===== src/hw/wss_word_consts.vh =====
// wss_word_consts.vh: offsets, field positions, reset values and timing counts
// for the wheel speed data word encoder; definitions only.
`ifndef WSS_WORD_CONSTS_VH
`define WSS_WORD_CONSTS_VH

// register byte offsets on the wishbone slave
`define REG_CTRL 4'h0
`define REG_MEAS 4'h4
`define REG_WORD 4'h8
`define REG_STAT 4'hC

// control register fields
`define CTRL_ERR_VARIANT 0
`define CTRL_FAULT 1
`define CTRL_DIR_VALID 2
`define CTRL_DIR 3
`define CTRL_CAL_DONE 4
`define CTRL_RESET_VAL 8'h00

// status / interrupt register layout
`define IRQ_WORD_DONE 0
`define IRQ_FAULT 1
`define IRQ_CAL 2
`define IRQ_WIDTH 3

// word bit positions
`define BIT_FLAG0 0
`define BIT_GAUGE_N 1
`define BIT_SPARE 2
`define BIT_DIR_VALID 3
`define BIT_DIR 4
`define BIT_GAUGE_LO 5
`define BIT_GAUGE_HI 7
`define BIT_PARITY 8
`define WORD_BITS 9

// switching field ratio thresholds (amplitude in threshold units)
`define RATIO_1 8'd2
`define RATIO_2 8'd4
`define RATIO_3 8'd8
`define RATIO_4 8'd16
`define RATIO_5 8'd32
`define RATIO_6 8'd64
`define RATIO_7 8'd96

// timing: bit time and pulse width in ns, and the same in 40 ns clock cycles
`define CLK_NS 40
`define BIT_TIME_NS 50000
`define PULSE_TIME_NS 50000
`define BIT_CYCLES 16'd1250
`define PULSE_CYCLES 16'd1250

`endif


===== src/hw/wheel_speed_data_word_encoder.v =====
// wheel_speed_data_word_encoder: builds and sends the nine-bit data word after each
// speed pulse, with wishbone register access and one level interrupt.
// assumes all inputs synchronous to clk_i; speed events come as one-cycle strobes.
//
// How it works
// - nine-bit word follows each speed pulse, bit2 zero
// - error variant: bit0 rises on internal fault
// - reserve variant: bit0 set below twice threshold
// - bit1 gauge invalid flag, one after reset
// - bit3 direction valid flag, zero after reset
// - bit4 rotation direction, zero means positive
// - bits5-7 air gap gauge, LSB at five
// - bit8 gives even parity over word
// - whole frame delayed one constant bit time
// - delay applies always, to every word sent
// - gauge code maps directly, no hysteresis
// - gauge measured and updated only when calibrated
// - uncalibrated: gauge bits hold last value
// - gauge bits zero at power-up
// - gauge code follows amplitude ratio table
// - fault state drives constant low current
// - first uncalibrated pulse sent direction invalid
// - calibrated once offset compensation achieved
//
// The register offsets and register access over Wishbone were left to the implementer.
`timescale 1ns/1ps
`include "wss_word_consts.vh"

module wheel_speed_data_word_encoder
(
	input wire clk_i, // 25 MHz clock
	input wire rst_i, // synchronous reset, high
	input wire [3:0] adr_i, // wishbone byte address
	input wire [31:0] dat_i, // wishbone write data
	output reg [31:0] dat_o, // wishbone read data
	input wire [3:0] sel_i, // wishbone byte selects
	input wire we_i, // wishbone write enable
	input wire cyc_i, // wishbone cycle
	input wire stb_i, // wishbone strobe
	output reg ack_o, // wishbone acknowledge
	input wire speed_event_i, // one-cycle strobe: magnetic edge seen
	input wire offset_done_i, // level: offset compensation achieved
	input wire fault_i, // level: internal error detected
	input wire [7:0] amplitude_i, // measured amplitude in threshold units
	input wire amplitude_strobe_i, // one-cycle strobe: new amplitude sample
	output reg current_high_o, // high current level on the two-wire line
	output reg fault_state_o, // constant low failure current active
	output reg calibrated_o, // calibrated mode
	output reg irq_o // level interrupt
);

	localparam [15:0] BIT_CNT = `BIT_CYCLES;
	localparam [15:0] PULSE_CNT = `PULSE_CYCLES;

	localparam [4:0] ST_IDLE = 5'b00001;
	localparam [4:0] ST_SHIFT = 5'b00010;
	localparam [4:0] ST_PULSE = 5'b00100;
	localparam [4:0] ST_DATA = 5'b01000;
	localparam [4:0] ST_FAULT = 5'b10000;

	reg [4:0] state;
	reg [7:0] ctrl;
	reg [2:0] gap_gauge;
	reg gauge_valid_n;
	reg gap_reserve_flag;
	reg direction_valid;
	reg rotation_dir;
	reg [8:0] shift_word;
	reg [8:0] last_word;
	reg [3:0] bit_idx;
	reg [15:0] timer;
	reg pending;
	reg first_pulse_done;
	reg [`IRQ_WIDTH-1:0] irq_stat;
	reg [`IRQ_WIDTH-1:0] irq_en;
	reg [`IRQ_WIDTH-1:0] next_irq_stat;
	reg [8:0] next_word;
	reg fault_seen;
	reg [`IRQ_WIDTH-1:0] irq_events;
	wire bus_req;
	wire bus_wr;
	wire fault_now;
	wire err_variant;
	wire wr_ctrl;
	wire wr_irq_en;
	wire wr_clear;
	wire rd_req;
	wire frame_end;
	reg [31:0] next_dat;

	// maps an amplitude ratio straight to its gauge code
	function [2:0] gauge_code;
		input [7:0] amp;
		begin
			if (amp > `RATIO_7)
				gauge_code = 3'h7;
			else if (amp > `RATIO_6)
				gauge_code = 3'h6;
			else if (amp > `RATIO_5)
				gauge_code = 3'h5;
			else if (amp > `RATIO_4)
				gauge_code = 3'h4;
			else if (amp > `RATIO_3)
				gauge_code = 3'h3;
			else if (amp > `RATIO_2)
				gauge_code = 3'h2;
			else if (amp > `RATIO_1)
				gauge_code = 3'h1;
			else
				gauge_code = 3'h0;
		end
	endfunction

	// address match for one register word
	function reg_hit;
		input [3:0] adr;
		input [3:0] offset;
		begin
			reg_hit = (adr == offset);
		end
	endfunction

	// even parity: the parity bit makes the total count of ones even
	function even_parity;
		input [7:0] bits;
		begin
			even_parity = ^bits;
		end
	endfunction

	// a request is taken once; a high ack blocks a second take of the same cycle
	assign bus_req = cyc_i & stb_i & ~ack_o;
	assign bus_wr = bus_req & we_i & sel_i[0];
	assign err_variant = ctrl[`CTRL_ERR_VARIANT];
	assign fault_now = fault_i | ctrl[`CTRL_FAULT];
	// one write strobe for each writable register, one read strobe for all registers
	assign wr_ctrl = bus_wr & reg_hit(adr_i, `REG_CTRL);
	assign wr_irq_en = bus_wr & reg_hit(adr_i, `REG_MEAS);
	assign wr_clear = bus_wr & reg_hit(adr_i, `REG_STAT);
	assign rd_req = bus_req & ~we_i;
	// the last bit time of the parity bit ends the frame
	assign frame_end = (state == ST_DATA) && (timer == 16'h0000) && (bit_idx == 4'd8);

	// word assembly, parity over bits zero to seven
	always @*
	begin
		next_word = 9'h000;
		next_word[`BIT_FLAG0] = err_variant ? fault_now : gap_reserve_flag;
		next_word[`BIT_GAUGE_N] = gauge_valid_n;
		next_word[`BIT_SPARE] = 1'b0;
		next_word[`BIT_DIR_VALID] = direction_valid & first_pulse_done;
		next_word[`BIT_DIR] = rotation_dir;
		next_word[`BIT_GAUGE_HI:`BIT_GAUGE_LO] = gap_gauge;
		next_word[`BIT_PARITY] = even_parity(next_word[7:0]);
	end

	// calibration and air gap measurement
	always @(posedge clk_i)
	begin
		if (rst_i)
		begin
			calibrated_o <= 1'b0;
			gap_gauge <= 3'h0;
			gauge_valid_n <= 1'b1;
			gap_reserve_flag <= 1'b0;
			direction_valid <= 1'b0;
			rotation_dir <= 1'b0;
		end
		else
		begin
			if (offset_done_i | ctrl[`CTRL_CAL_DONE])
				calibrated_o <= 1'b1;
			// direction fields follow the control register one cycle late
			direction_valid <= ctrl[`CTRL_DIR_VALID];
			rotation_dir <= ctrl[`CTRL_DIR];
			if (amplitude_strobe_i)
			begin
				gap_reserve_flag <= (amplitude_i < `RATIO_1);
				if (calibrated_o)
				begin
					gap_gauge <= gauge_code(amplitude_i);
					gauge_valid_n <= 1'b0;
				end
				// uncalibrated: gauge left untouched
			end
		end
	end

	// frame sequencer: shift, pulse, nine data bits
	always @(posedge clk_i)
	begin
		if (rst_i)
		begin
			state <= ST_IDLE;
			current_high_o <= 1'b0;
			fault_state_o <= 1'b0;
			shift_word <= 9'h000;
			last_word <= 9'h000;
			bit_idx <= 4'h0;
			timer <= 16'h0000;
			pending <= 1'b0;
			first_pulse_done <= 1'b0;
		end
		// reserve variant: a fault cuts any frame and sticks until reset
		else if (fault_now && !err_variant)
		begin
			state <= ST_FAULT;
			current_high_o <= 1'b0;
			fault_state_o <= 1'b1;
			pending <= 1'b0;
		end
		else
		begin
			// a speed event during a frame is kept and served after it
			if (speed_event_i)
				pending <= 1'b1;
			case (state)
			ST_IDLE:
			begin
				current_high_o <= 1'b0;
				if (speed_event_i | pending)
				begin
					state <= ST_SHIFT;
					timer <= BIT_CNT - 16'd1;
					pending <= 1'b0;
				end
			end
			ST_SHIFT:
			begin
				if (timer == 16'h0000)
				begin
					state <= ST_PULSE;
					current_high_o <= 1'b1;
					timer <= PULSE_CNT - 16'd1;
					shift_word <= next_word;
				end
				else
					timer <= timer - 16'd1;
			end
			ST_PULSE:
			begin
				if (timer == 16'h0000)
				begin
					state <= ST_DATA;
					first_pulse_done <= 1'b1;
					bit_idx <= 4'h0;
					current_high_o <= shift_word[0];
					timer <= BIT_CNT - 16'd1;
				end
				else
					timer <= timer - 16'd1;
			end
			ST_DATA:
			begin
				if (timer == 16'h0000)
				begin
					if (bit_idx == 4'd8)
					begin
						state <= ST_IDLE;
						current_high_o <= 1'b0;
						last_word <= shift_word;
					end
					else
					begin
						bit_idx <= bit_idx + 4'd1;
						current_high_o <= shift_word[bit_idx + 4'd1];
						timer <= BIT_CNT - 16'd1;
					end
				end
				else
					timer <= timer - 16'd1;
			end
			ST_FAULT:
			begin
				current_high_o <= 1'b0;
				fault_state_o <= 1'b1;
			end
			default:
				state <= ST_IDLE;
			endcase
		end
	end

	// interrupt events: word sent, fault rising, calibration reached
	always @*
	begin
		irq_events = {`IRQ_WIDTH{1'b0}};
		irq_events[`IRQ_WORD_DONE] = frame_end;
		irq_events[`IRQ_FAULT] = fault_now & ~fault_seen;
		irq_events[`IRQ_CAL] = (offset_done_i | ctrl[`CTRL_CAL_DONE]) & ~calibrated_o;
		next_irq_stat = irq_stat;
		if (wr_clear)
			next_irq_stat = irq_stat & ~dat_i[`IRQ_WIDTH-1:0];
		// events are merged after the clear, so a set wins over a clear
		next_irq_stat = next_irq_stat | irq_events;
	end

	// read data mux, registered below so that dat_o comes from a flip-flop
	always @*
	begin
		next_dat = 32'h00000000;
		case (adr_i)
		`REG_CTRL:
			next_dat = {24'h000000, ctrl};
		`REG_MEAS:
			next_dat = {29'h00000000, irq_en};
		`REG_WORD:
			next_dat = {7'h00, shift_word, 7'h00, last_word};
		`REG_STAT:
			next_dat = {18'h00000, state, fault_state_o, calibrated_o, gauge_valid_n,
				gap_gauge, irq_stat};
		default:
			next_dat = 32'h00000000;
		endcase
	end

	// wishbone slave: one ack, registered one cycle after the request, registers at aligned words
	always @(posedge clk_i)
	begin
		if (rst_i)
		begin
			ack_o <= 1'b0;
			dat_o <= 32'h00000000;
			ctrl <= `CTRL_RESET_VAL;
			irq_stat <= {`IRQ_WIDTH{1'b0}};
			irq_en <= {`IRQ_WIDTH{1'b0}};
			irq_o <= 1'b0;
			fault_seen <= 1'b0;
		end
		else
		begin
			ack_o <= bus_req;
			fault_seen <= fault_now;
			irq_stat <= next_irq_stat;
			irq_o <= |(next_irq_stat & irq_en);
			if (wr_ctrl)
				ctrl <= dat_i[7:0];
			if (wr_irq_en)
				irq_en <= dat_i[`IRQ_WIDTH-1:0];
			if (rd_req)
				dat_o <= next_dat;
		end
	end

endmodule // wheel_speed_data_word_encoder


===== config.mk =====
export PLATFORM = sky130hd
export DESIGN_NAME = wheel_speed_data_word_encoder
export DESIGN_NICKNAME = d
export VERILOG_FILES = /design/src/hw/wheel_speed_data_word_encoder.v
export VERILOG_INCLUDE_DIRS = /design/src /design/src/hw
export SDC_FILE = /design/constraint.sdc
export NUM_CORES = 1
export LEC_CHECK = 0
export BUFFER_PORTS_ARGS = -buffer_cell sky130_fd_sc_hd__buf_2
export CAP_MARGIN = 30
export CORE_MARGIN = 2
export CORE_UTILIZATION = 40
export CTS_CLUSTER_DIAMETER = 60
export DETAILED_ROUTE_END_ITERATION = 8
export SYNTH_ARGS = -nofsm -noshare
export SYNTH_HDL_FRONTEND = slang
export SYNTH_SLANG_ARGS = --single-unit

===== constraint.sdc =====
create_clock -name clk_i -period 6.4 [get_ports clk_i]
set_clock_uncertainty 0.1 [all_clocks]
set_input_delay 0.32 -clock clk_i [delete_from_list [all_inputs] [get_ports clk_i]]
set_output_delay 0.32 -clock clk_i [all_outputs]
set_load 0.05 [all_outputs]

=== Yosys cells after proc, flatten, opt, wreduce, memory -nomap -nowiden ===
Index checks and enable logic that the tools add are counted.

* Bits in registers: 102
* Output and inout bits: 37

* Reduce and logical (&&, ||, !) cells: 24
* Bitwise logic cells: 24
* Add/sub/neg operators: 2
* Equality and inequality tests: 22
* Mux-type cells: 38
* Order comparisons: 9

{| class="wikitable"
|+ Operator list
! cell !! number
|-
| 25-bit case mux with 4 select lines || 1
|-
| 16-bit 2-to-1 mux || 4
|-
| 16-bit case mux with 3 select lines || 1
|-
| 5-bit 2-to-1 mux || 6
|-
| 5-bit case mux with 5 select lines || 1
|-
| 8-bit by 7-bit > comparator with 1-bit output, second input constant || 2
|-
| 16-bit zero test || 1
|-
| 16-bit by 1-bit subtractor with 16-bit output, second input constant || 1
|-
| 3-bit 2-to-1 mux || 5
|-
| 4-bit == test, second input constant || 3
|-
| 1-bit 2-to-1 mux || 12
|-
| 4-bit 2-to-1 mux || 3
|-
| 3-bit inequality test, second input constant || 4
|-
| 4-bit AND reduction || 3
|-
| 6-bit AND reduction || 2
|-
| 1-bit bitwise AND || 11
|-
| 2-bit inequality test, second input constant || 5
|-
| 8-bit by 2-bit > comparator with 1-bit output, second input constant || 1
|-
| 8-bit by 3-bit > comparator with 1-bit output, second input constant || 1
|-
| 8-bit by 4-bit > comparator with 1-bit output, second input constant || 1
|-
| 8-bit by 5-bit > comparator with 1-bit output, second input constant || 1
|-
| 8-bit by 6-bit > comparator with 1-bit output, second input constant || 1
|-
| 8-bit by 2-bit less-than comparator with 1-bit output, second input constant || 1
|-
| 4-bit case mux with 2 select lines || 1
|-
| other kinds (30) || 47
|}

=== Logic depth before layout (Yosys ltp) ===
Gate-level depths: netlist (run 1).

* Depth after elaboration: 9
* Mapped depth: 8

=== Worst setup path before layout (run 1) ===
Ideal clock, no wire load.

* Path type: reg2reg
* Start point: register timer[7]
* End point: register last_word[0]
* Data required time: 6.172 ns
* Arrival time: 2.338 ns
* Cell stages (with the launch flop): 8
* Setup time: 0.128 ns
* Slack: 3.834 ns
* Path through: dfxtp_1 or3_4 or4b_1 buf_2 or4_4 nor2_8 mux2i_1 nor2_1

* Word-level cells in the longest chain between the ends: 2

{| class="wikitable"
|+ RTL lines
! what !! RTL line !! source
|-
| start, declared || wheel_speed_data_word_encoder.v:71 || <nowiki>reg [15:0] timer;</nowiki>
|-
| start signal, assigned || wheel_speed_data_word_encoder.v:224 || <nowiki>timer <= BIT_CNT - 16'd1;</nowiki>
|-
| start signal, assigned || wheel_speed_data_word_encoder.v:234 || <nowiki>timer <= PULSE_CNT - 16'd1;</nowiki>
|-
| start signal, assigned || wheel_speed_data_word_encoder.v:238 || <nowiki>timer <= timer - 16'd1;</nowiki>
|-
| 16-bit zero test || wheel_speed_data_word_encoder.v:255 || <nowiki>if (timer == 16'h0000)</nowiki>
|-
| 4-bit AND reduction (no line) || -- ||
|-
| end signal, assigned || wheel_speed_data_word_encoder.v:261 || <nowiki>last_word <= shift_word;</nowiki>
|-
| end, declared || wheel_speed_data_word_encoder.v:69 || <nowiki>reg [8:0] last_word;</nowiki>
|}

Every way passes these cells.
A chain may end at the register's enable or synchronous reset.

=== Worst setup path after layout (run 1) ===
* Start point: register timer[7]
* End point: register timer[11]

* Word-level cells in the longest chain between the ends: 3

{| class="wikitable"
|+ RTL lines
! what !! RTL line
|-
| 16-bit by 1-bit subtractor with 16-bit output or 16-bit zero test (tied branches) || --
|-
| 16-bit 2-to-1 mux, or another cell as far along || wheel_speed_data_word_encoder.v:255
|-
| 16-bit case mux with 3 select lines or 4-bit AND reduction (tied branches) || --
|}

Parallel ways exist; a longest one is shown, timed or not.

==> results.py, run 1 <==
metrics = {
    "final_layout": {
        "final_nets": 615,
        "post_route_cells_drive_above_1_share": 0.168,
        "num_antenna_cells": 0,
        "fillers": 1072,
        "area_delta_synth_final_pct": 12.5,
        "final_util": 0.457,
        "final_area_um2": 4910,
    },
    "clock_tree": {
        "cts-buffers-inserted": 9,
        "insertion_delay_ns": 0.38,
        "clock_path_buffers": 2,
        "cts_setup_buffers": 0,
        "clock-sinks": 92,
        "postCtsResizedCells": 0,
        "cts_root_buf": "clkbuf_8",
        "cts.clk_slew.worst_paths_ns": 0.09,
        "ctsHoldBuffers": 0,
        "cts_tree": "built",
        "htreeDepth": 3,
    },
    "logic_synthesis": {
        "async_reset_ff_frac": 0,
        "synthTopCellsByArea": "dfxtp_1, nor2_1, mux2i_1, a21oi_1, a22oi_1",
        "syn_area_um2": 4360,
        "synthTopCellsByCount": "dfxtp_1, nor2_1, a21oi_1",
        "yosysTopAreaCellShare": 0.422,
        "syn_avg_cell_area_um2": 8.50,
        "synthCells": 513,
        "synth_edf_count": 0,
        "yosysMostFrequentCell": "dfxtp_1",
        "seq_area_frac_synth": 0.422,
        "synthDistinctLibCells": 57,
        "synth_warnings": 0,
        "synth_flop_cell": "dfxtp_1",
        "ys_ff_latch": 92,
        "yosysTopAreaCell": "dfxtp_1",
    },
    "critical_path": {
        "reg2reg_slack_ns": 3.52,
        "setup.worst_path.start_class": "flip-flop",
        "slowest_delay_ns": 0.66,
        "end_kind": "flip-flop",
        "cp_top_family": "simple AND/OR/NAND/NOR gates",
        "slowest_stage": "or4b_1",
        "critPathBufInv": 1,
        "r2r-end": "timer[11]",
        "crit_fanout": 6,
        "r2r-start": "timer[7]",
        "crit_chain": "or3_4 > or4b_1 > nor4_1 > a211oi_1 > buf_2 > a311oi_1",
        "crit_type": "reg2reg",
        "reg2regPathDepth": 6,
        "crit_required_ns": 6.58,
        "arrival_ns": 3.06,
    },
    "timing": {
        "worstMarginPinSlew_ns": 0.950,
        "rsz0062_at_grt": "false",
        "period_needed_ns": 2.88,
        "fin_tns_setup_ns": 0,
        "finalHoldViolCount": 0,
        "timing.final.crit_share": 0.450,
        "maxSlewViolCount": 0,
        "max_freq_mhz": 347,
        "hold_ws_ns": 0.0705,
        "finalSetupViolCount": 0,
        "slew_headroom": 0.367,
    },
    "place": {
        "port_buffers": 56,
        "dp_hpwl_um": 7150,
        "placed_area_um2": 4680,
        "gp_congestion": 0.846,
    },
    "pwr": {
        "p_leak_nw": 1.88,
        "vdd_ir_drop_max_v": 0.000127,
        "power.density_nw_per_um2": 238,
    },
    "min_path": {
        "hold-path-endpoint": "calibrated_o",
        "hold_start": "offset_done_i",
        "min_path_type": "in2reg",
        "whs_path_depth": 3,
    },
    "drt": {
        "drt_wl_total_um": 10200,
        "drt_iter0_drc": 268,
        "postRouteAntennaNets": 0,
        "via_per_inst": 5.47,
        "route.detailed.drc": 0,
        "avgRoutedWirePerCell_um": 14.6,
        "vias": 3824,
        "firstDrtPassIters": 4,
    },
    "floorplanning": {
        "io_pins": 94,
        "die_area_um2": 11800,
        "core-area_um2": 10700,
        "die_w_um": 108,
        "die_h_um": 108,
        "start_util": 0.406,
        "rows": 38,
    },
    "global_routing": {
        "grt_start_max_net_pins": 92,
        "antenna_found_initial": 0,
        "first_global_vias": 3537,
        "grt_first_pass_wirelength_um": 16800,
        "grt_overflow_total": 0,
        "grtUsageTotal": 0.179,
    },
    "outcome": {
        "outcome": "finished clean",
    },
    "run": {
        "cap_violations": 0,
    },
}
## layout by cell type (no fill, tap or decap), types with 3 or more instances in the layout
master and count:
a211oi_1 5, a21oi_1 42, a22o_1 5, a22oi_1 24, a311oi_1 4, a31oi_1 4, and3_1 3, buf_2 57
clkbuf_8 9, conb_1 10, dfxtp_1 92, ha_1 4, inv_1 8, mux2_2 7, mux2i_1 23, mux4_2 3
nand2_1 37, nand2b_1 7, nand3_1 8, nand3b_1 5, nand4_1 4, nor2_1 84, nor2b_1 7, nor3_1 24
nor4_1 7, o21ai_0 19, o31ai_1 4, or3_1 4, xnor2_1 7, xor2_1 3
## tightest hold or removal path: cells and delay by family
kind / cells / cell delay (ns)
simple gates: 2 / 0.11
buf+inv: 1 / 0.09
## layout make-up
class / count / area, µm² / share of cell area
Tap cell: 140 / 175 / 0.0357
Inverter: 8 / 30.0 / 0.00612
Timing Repair Buffer: 58 / 293 / 0.0597
Multi-Input combinational cell: 385 / 2340 / 0.478
Clock buffer: 10 / 128 / 0.0260
Clock inverter: 6 / 95.1 / 0.0194
Sequential cell: 92 / 1840 / 0.375
## flip-flops by register name (all words and copies together), names as in the netlist, 3 cells and up
name and count:
state 5, irq_en 3, ctrl 8, gap_gauge 3, last_word 8, shift_word 8, dat_o 22, bit_idx 4
irq_stat 3, timer 16
## through the flow
step / setup slack, ns / power [mW] / std cells
after floorplan: 3.83 / 0.709 / 522
after global placement: 3.48 / 0.736 / 682
after detailed placement: 3.53 / 0.739 / 683
after CTS: 3.50 / 1.18 / 699
after global routing: 3.23 / 1.22 / 699
final: 3.52 / 1.17 / 699
## layer usage
metal,vias up,part of all wire,GRT usage
li1,1897,-,-
met2,78,0.45,0.282
met4,0,0.013,0.0604
met5,-,0,0
met3,9,0.037,0.0313
met1,1840,0.50,0.248
## where the power goes
group          switching [mW]  leakage, nW  internal, mW
registers              0.0113        0.745         0.581
logic                  0.0896         1.03        0.0439
clock network           0.220        0.111         0.224
## worst max-delay path by stage
| stage | startpoint | to | slack [ns] | cells past startpoint |
|---|---|---|---|---|
| 6_report | timer[7] | timer[11] | 3.52 | 6 |
| 5_1_grt | timer[7] | timer[11] | 3.23 | 6 |
| 4_1_cts | timer[7] | timer[11] | 3.50 | 6 |
| 3_5_place_dp | timer[7] | timer[11] | 3.53 | 6 |
| 3_3_place_gp | state[2] | timer[5] | 3.48 | 6 |
| 2_1_floorplan | timer[7] | last_word[0] | 3.83 | 7 |
## logic make-up after synthesis
logic type / Yosys count / share of synthesized area
AO/OA/AOI/OAI: 122 / 0.183
XOR/XNOR: 10 / 0.0201
adder cells (fa/ha/maj): 4 / 0.0115
buffers and inverters: 45 / 0.0479
flip-flops: 92 / 0.422
multiplexers: 33 / 0.0863
other: 1 / 0.000860
AND/OR/NAND/NOR: 206 / 0.228
(Power assumes the default switching activity.)
==> inputs of run 2 (changes only) <==
Clock period 6.4 ns to 2.4 ns, I/O delays scaled along.
==> results.py, run 2 (synthesis gave the netlist of run 1 again) <==
metrics = {
    "outcome": {
        "outcome": "finished, violations left",
        "violations": "setup timing",
    },
    "pwr": {
        "power.density_nw_per_um2": 544,
        "total_power_mw": 2.99,
        "vdd_ir_drop_max_v": 0.000227,
        "p_leak_nw": 2.14,
    },
    "critical_path": {
        "end_kind": "flip-flop",
        "r2r-start": "timer[7]",
        "reg2regPathDepth": 7,
        "reg2reg_slack_ns": -0.07,
        "setup.worst_path.start_class": "flip-flop",
        "crit_chain": "or3_4 > or4b_4 > or4_4 > buf_4 > o21bai_1 > and2_1 > a221o_2",
        "r2r-end": "irq_o",
        "slowest_stage": "or4b_4",
        "slowest_delay_ns": 0.56,
        "crit_end": "irq_o",
        "crit_fanout": 3,
        "arrival_ns": 2.68,
        "startpoint": "timer[7]",
        "crit_required_ns": 2.61,
        "crit_type": "reg2reg",
    },
    "clock_tree": {
        "cts.clk_slew.worst_paths_ns": 0.09,
        "htreeDepth": 3,
        "insertion_delay_ns": 0.36,
        "cts_tree": "built",
        "clock-sinks": 92,
        "clock_path_buffers": 2,
        "cts-buffers-inserted": 9,
        "cts_root_buf": "clkbuf_8",
    },
    "place": {
        "place_ws_ns": -0.142,
        "placedCellCount": 718,
        "placed_area_um2": 4960,
        "dp_hpwl_um": 7950,
        "gp_congestion": 0.812,
        "port_buffers": 56,
    },
    "global_routing": {
        "grt_use_met1": 0.266,
        "first_global_vias": 3784,
        "grt_start_max_net_pins": 53,
        "met3_usage": 0.0181,
        "grtUsageTotal": 0.192,
        "busiest_layer": "met2",
        "antenna_found_initial": 0,
        "use_met2": 0.312,
        "grt_first_pass_wirelength_um": 18100,
        "grt_overflow_total": 0,
    },
    "floorplanning": {
        "io_pins": 94,
        "start_util": 0.406,
        "rows": 38,
        "core-area_um2": 10700,
        "die_w_um": 108,
        "die_h_um": 108,
        "die_area_um2": 11800,
    },
    "drt": {
        "avgRoutedWirePerCell_um": 14.9,
        "postRouteAntennaNets": 0,
        "route.detailed.drc": 0,
        "drt_wl_total_um": 11200,
        "vias": 4057,
        "drt_iter0_drc": 178,
        "via_per_inst": 5.39,
        "firstDrtPassIters": 4,
    },
    "final_layout": {
        "num_antenna_cells": 0,
        "area_delta_synth_final_pct": 26.1,
        "final_area_um2": 5500,
        "final_nets": 670,
        "reg_top3": "dat_o x22, timer x16",
        "stdcell_count": 753,
        "final_util": 0.512,
        "top_register": "dat_o",
        "mostFrequentLayoutCells": "dfxtp_1, nor2_1, buf_2",
        "post_route_cells_drive_above_1_share": 0.258,
        "layout_commonest_cell": "dfxtp_1",
        "largest_reg_flops": 22,
    },
    "timing": {
        "max_freq_mhz": 404,
        "finalHoldViolCount": 0,
        "hold_ws_ns": 0.0390,
        "rsz0062_at_grt": "true",
        "timing.final.crit_share": 1.03,
        "worstMarginPinSlew_ns": 0.612,
        "timing.final.ws_setup_ns": -0.0741,
        "fin_tns_setup_ns": -0.574,
        "maxSlewViolCount": 0,
        "slew_headroom": 0.586,
        "period_needed_ns": 2.47,
        "finalSetupViolCount": 13,
    },
    "min_path": {
        "hold_start": "amplitude_i[4]",
        "min_path_type": "in2reg",
    },
    "run": {
        "cap_violations": 0,
    },
}
## run 2: power by group
part / internal, mW / switching, mW / leakage [nW]
clock: 0.424 / 0.526 / 0.0872
combinational: 0.188 / 0.279 / 1.31
sequential: 1.55 / 0.0260 / 0.745
## run 2: how the worst min path moves through the flow
stage                             endpoint  cells after the start  slack, ns
after global placement        calibrated_o                      3       0.25
after detailed placement      calibrated_o                      3       0.27
after global routing      gap_reserve_flag                      4       0.06
after floorplan               calibrated_o                      2       0.14
final                     gap_reserve_flag                      4       0.04
after CTS                 gap_reserve_flag                      4       0.02
## run 2: layout make-up
type                       instances  area [µm²]
clock buffer                      11         151
clock inverter                     4        25.0
fill                            1055        5250
inverter                           8        30.0
multi-input combinational        386        2500
sequential                        92        1840
tap                              140         175
timing repair buffer             112         772
## run 2: timing repair
action	in CTS	in global routing
pin swaps	3	13
hold endpoints to repair	19	0
endpoints found under the setup margin	39	37
gates cloned	0	1
resized for setup	9	31
setup buffers	1	2
hold buffers	16	0
## run 2: worst max-delay path: cells and delay by family (launching register included)
family                 cells  cell delay, ns
and+or+nand+nor            4            1.59
buffers and inverters      1            0.16
DFF                        1            0.33
AOI/OAI and AO/OA          2            0.24
## run 2: per-layer routing
metal,up-vias,part of all wire
met3,20,0.040
met5,-,0
li1,2011,-
met1,1910,0.47
met2,116,0.47
met4,0,0.019
==> inputs of run 3 (changes only) <==
Clock period 2.4 ns to 3.1 ns, I/O delays scaled along.
==> results.py, run 3 (synthesis gave the netlist of run 1 again) <==
metrics = {
    "outcome": {
        "outcome": "finished clean",
    },
    "place": {
        "dp_hpwl_um": 7440,
        "place_ws_ns": 0.331,
        "gp_congestion": 0.849,
        "port_buffers": 56,
    },
    "timing": {
        "timing.final.crit_share": 0.908,
        "finalHoldViolCount": 0,
        "slew_headroom": 0.404,
        "worstMarginPinSlew_ns": 0.888,
        "rsz0062_at_grt": "false",
        "hold_ws_ns": 0.0358,
        "fin_tns_setup_ns": 0,
        "finalSetupViolCount": 0,
        "max_freq_mhz": 355,
        "timing.final.ws_setup_ns": 0.286,
        "maxSlewViolCount": 0,
        "period_needed_ns": 2.81,
    },
    "final_layout": {
        "final-seq-area_um2": 1840,
        "final_nets": 641,
        "layout_commonest_cell": "dfxtp_1",
        "top_register": "dat_o",
        "reg_top3": "dat_o x22, timer x16",
        "largest_reg_flops": 22,
        "post_route_cells_drive_above_1_share": 0.179,
        "multi_input_area_um2": 2340,
        "mostFrequentLayoutCells": "dfxtp_1, nor2_1, buf_2",
        "num_antenna_cells": 0,
        "final_util": 0.474,
        "fillers": 1077,
        "area_delta_synth_final_pct": 16.7,
    },
    "critical_path": {
        "arrival_ns": 2.93,
        "slowest_stage": "or4b_1",
        "crit_chain": "or3_4 > or4b_1 > nor4_1 > a211oi_1 > buf_2 > a21oi_1 > a311oi_1",
        "setup.worst_path.start_class": "flip-flop",
        "reg2regPathDepth": 7,
        "critical_path_depth": 7,
        "crit_required_ns": 3.22,
        "crit_fanout": 7,
        "cp_top_family": "simple AND/OR/NAND/NOR gates",
        "slowest_delay_ns": 0.67,
        "crit_type": "reg2reg",
        "reg2reg_slack_ns": 0.29,
        "end_kind": "flip-flop",
        "critPathBufInv": 1,
    },
    "floorplanning": {
        "start_util": 0.406,
        "io_pins": 94,
        "core-area_um2": 10700,
        "die_area_um2": 11800,
        "die_w_um": 108,
        "rows": 38,
        "die_h_um": 108,
    },
    "drt": {
        "avgRoutedWirePerCell_um": 14.4,
        "vias": 3881,
        "route.detailed.drc": 0,
        "via_per_inst": 5.35,
        "firstDrtPassIters": 5,
        "postRouteAntennaNets": 0,
        "drt_iter0_drc": 271,
        "drt_wl_total_um": 10400,
    },
    "clock_tree": {
        "clock_path_buffers": 2,
        "cts_setup_buffers": 0,
        "htreeDepth": 3,
        "cts_root_buf": "clkbuf_8",
        "cts_tree": "built",
        "cts.clk_slew.worst_paths_ns": 0.09,
        "cts-buffers-inserted": 9,
        "insertion_delay_ns": 0.37,
        "clock-sinks": 92,
        "ctsHoldBuffers": 15,
        "postCtsResizedCells": 0,
    },
    "pwr": {
        "p_leak_nw": 1.97,
        "vdd_ir_drop_max_v": 0.000187,
        "power.density_nw_per_um2": 445,
    },
    "global_routing": {
        "antenna_found_initial": 0,
        "grt_start_max_net_pins": 51,
        "first_global_vias": 3636,
        "grt_overflow_total": 0,
        "grtUsageTotal": 0.180,
        "grt_first_pass_wirelength_um": 16900,
    },
    "min_path": {
        "whs_path_depth": 4,
        "min_path_type": "in2reg",
    },
    "run": {
        "cap_violations": 0,
    },
}
run 3: cell count changes in the layout (fill, tap and decap cells not counted), moves of 3 or more:
cell and delta:
a21oi_1 +4, a21oi_2 -4, buf_4 -22, buf_6 -5, nor4_1 +3, o21ai_0 +6
o21ai_1 -4
run 3: worst paths after layout:
kind	startpoint	endpoint
max	timer[7]	timer[5]
min	amplitude_i[4]	gap_reserve_flag
max reg2reg	timer[7]	timer[5]
min reg2reg	ctrl[6]	ctrl[6]
run 3: layout make-up:
type | instances | share of cell area
Tap cell | 140 | 0.0344
Sequential cell | 92 | 0.362
Multi-Input combinational cell | 385 | 0.461
Clock inverter | 6 | 0.00909
Clock buffer | 10 | 0.0251
Timing Repair Buffer | 84 | 0.103
Inverter | 8 | 0.00590
run 3: metrics by stage:
step | instances | cell area, µm² | power, mW
after floorplan | 522 | 4400 | 1.46
after global placement | 693 | 4760 | 1.53
after detailed placement | 694 | 4770 | 1.53
after CTS | 725 | 5090 | 2.28
after global routing | 725 | 5090 | 2.37
final | 725 | 5090 | 2.27
run 3: where the power goes:
| part | total, mW | internal (mW) | switching, mW |
|---|---|---|---|
| Clock | 0.744 | 0.297 | 0.446 |
| Sequential | 1.22 | 1.20 | 0.0200 |
| Combinational | 0.303 | 0.110 | 0.193 |
run 3: worst register-to-register path: cells and delay by family (launching register included):
kind,cells,cell delay [ns]
and+or+nand+nor,3,1.66
AOI/OAI and AO/OA,3,0.35
buffers and inverters,1,0.21
DFF,1,0.35
run 3: per-layer routing:
metal / up-vias / global-route usage / wire length, µm
met2: 87 / 0.289 / 4770
met4: 0 / 0.0760 / 189
met5: - / 0 / 0
met1: 1826 / 0.245 / 5160
li1: 1950 / - / -
met3: 18 / 0.0205 / 334
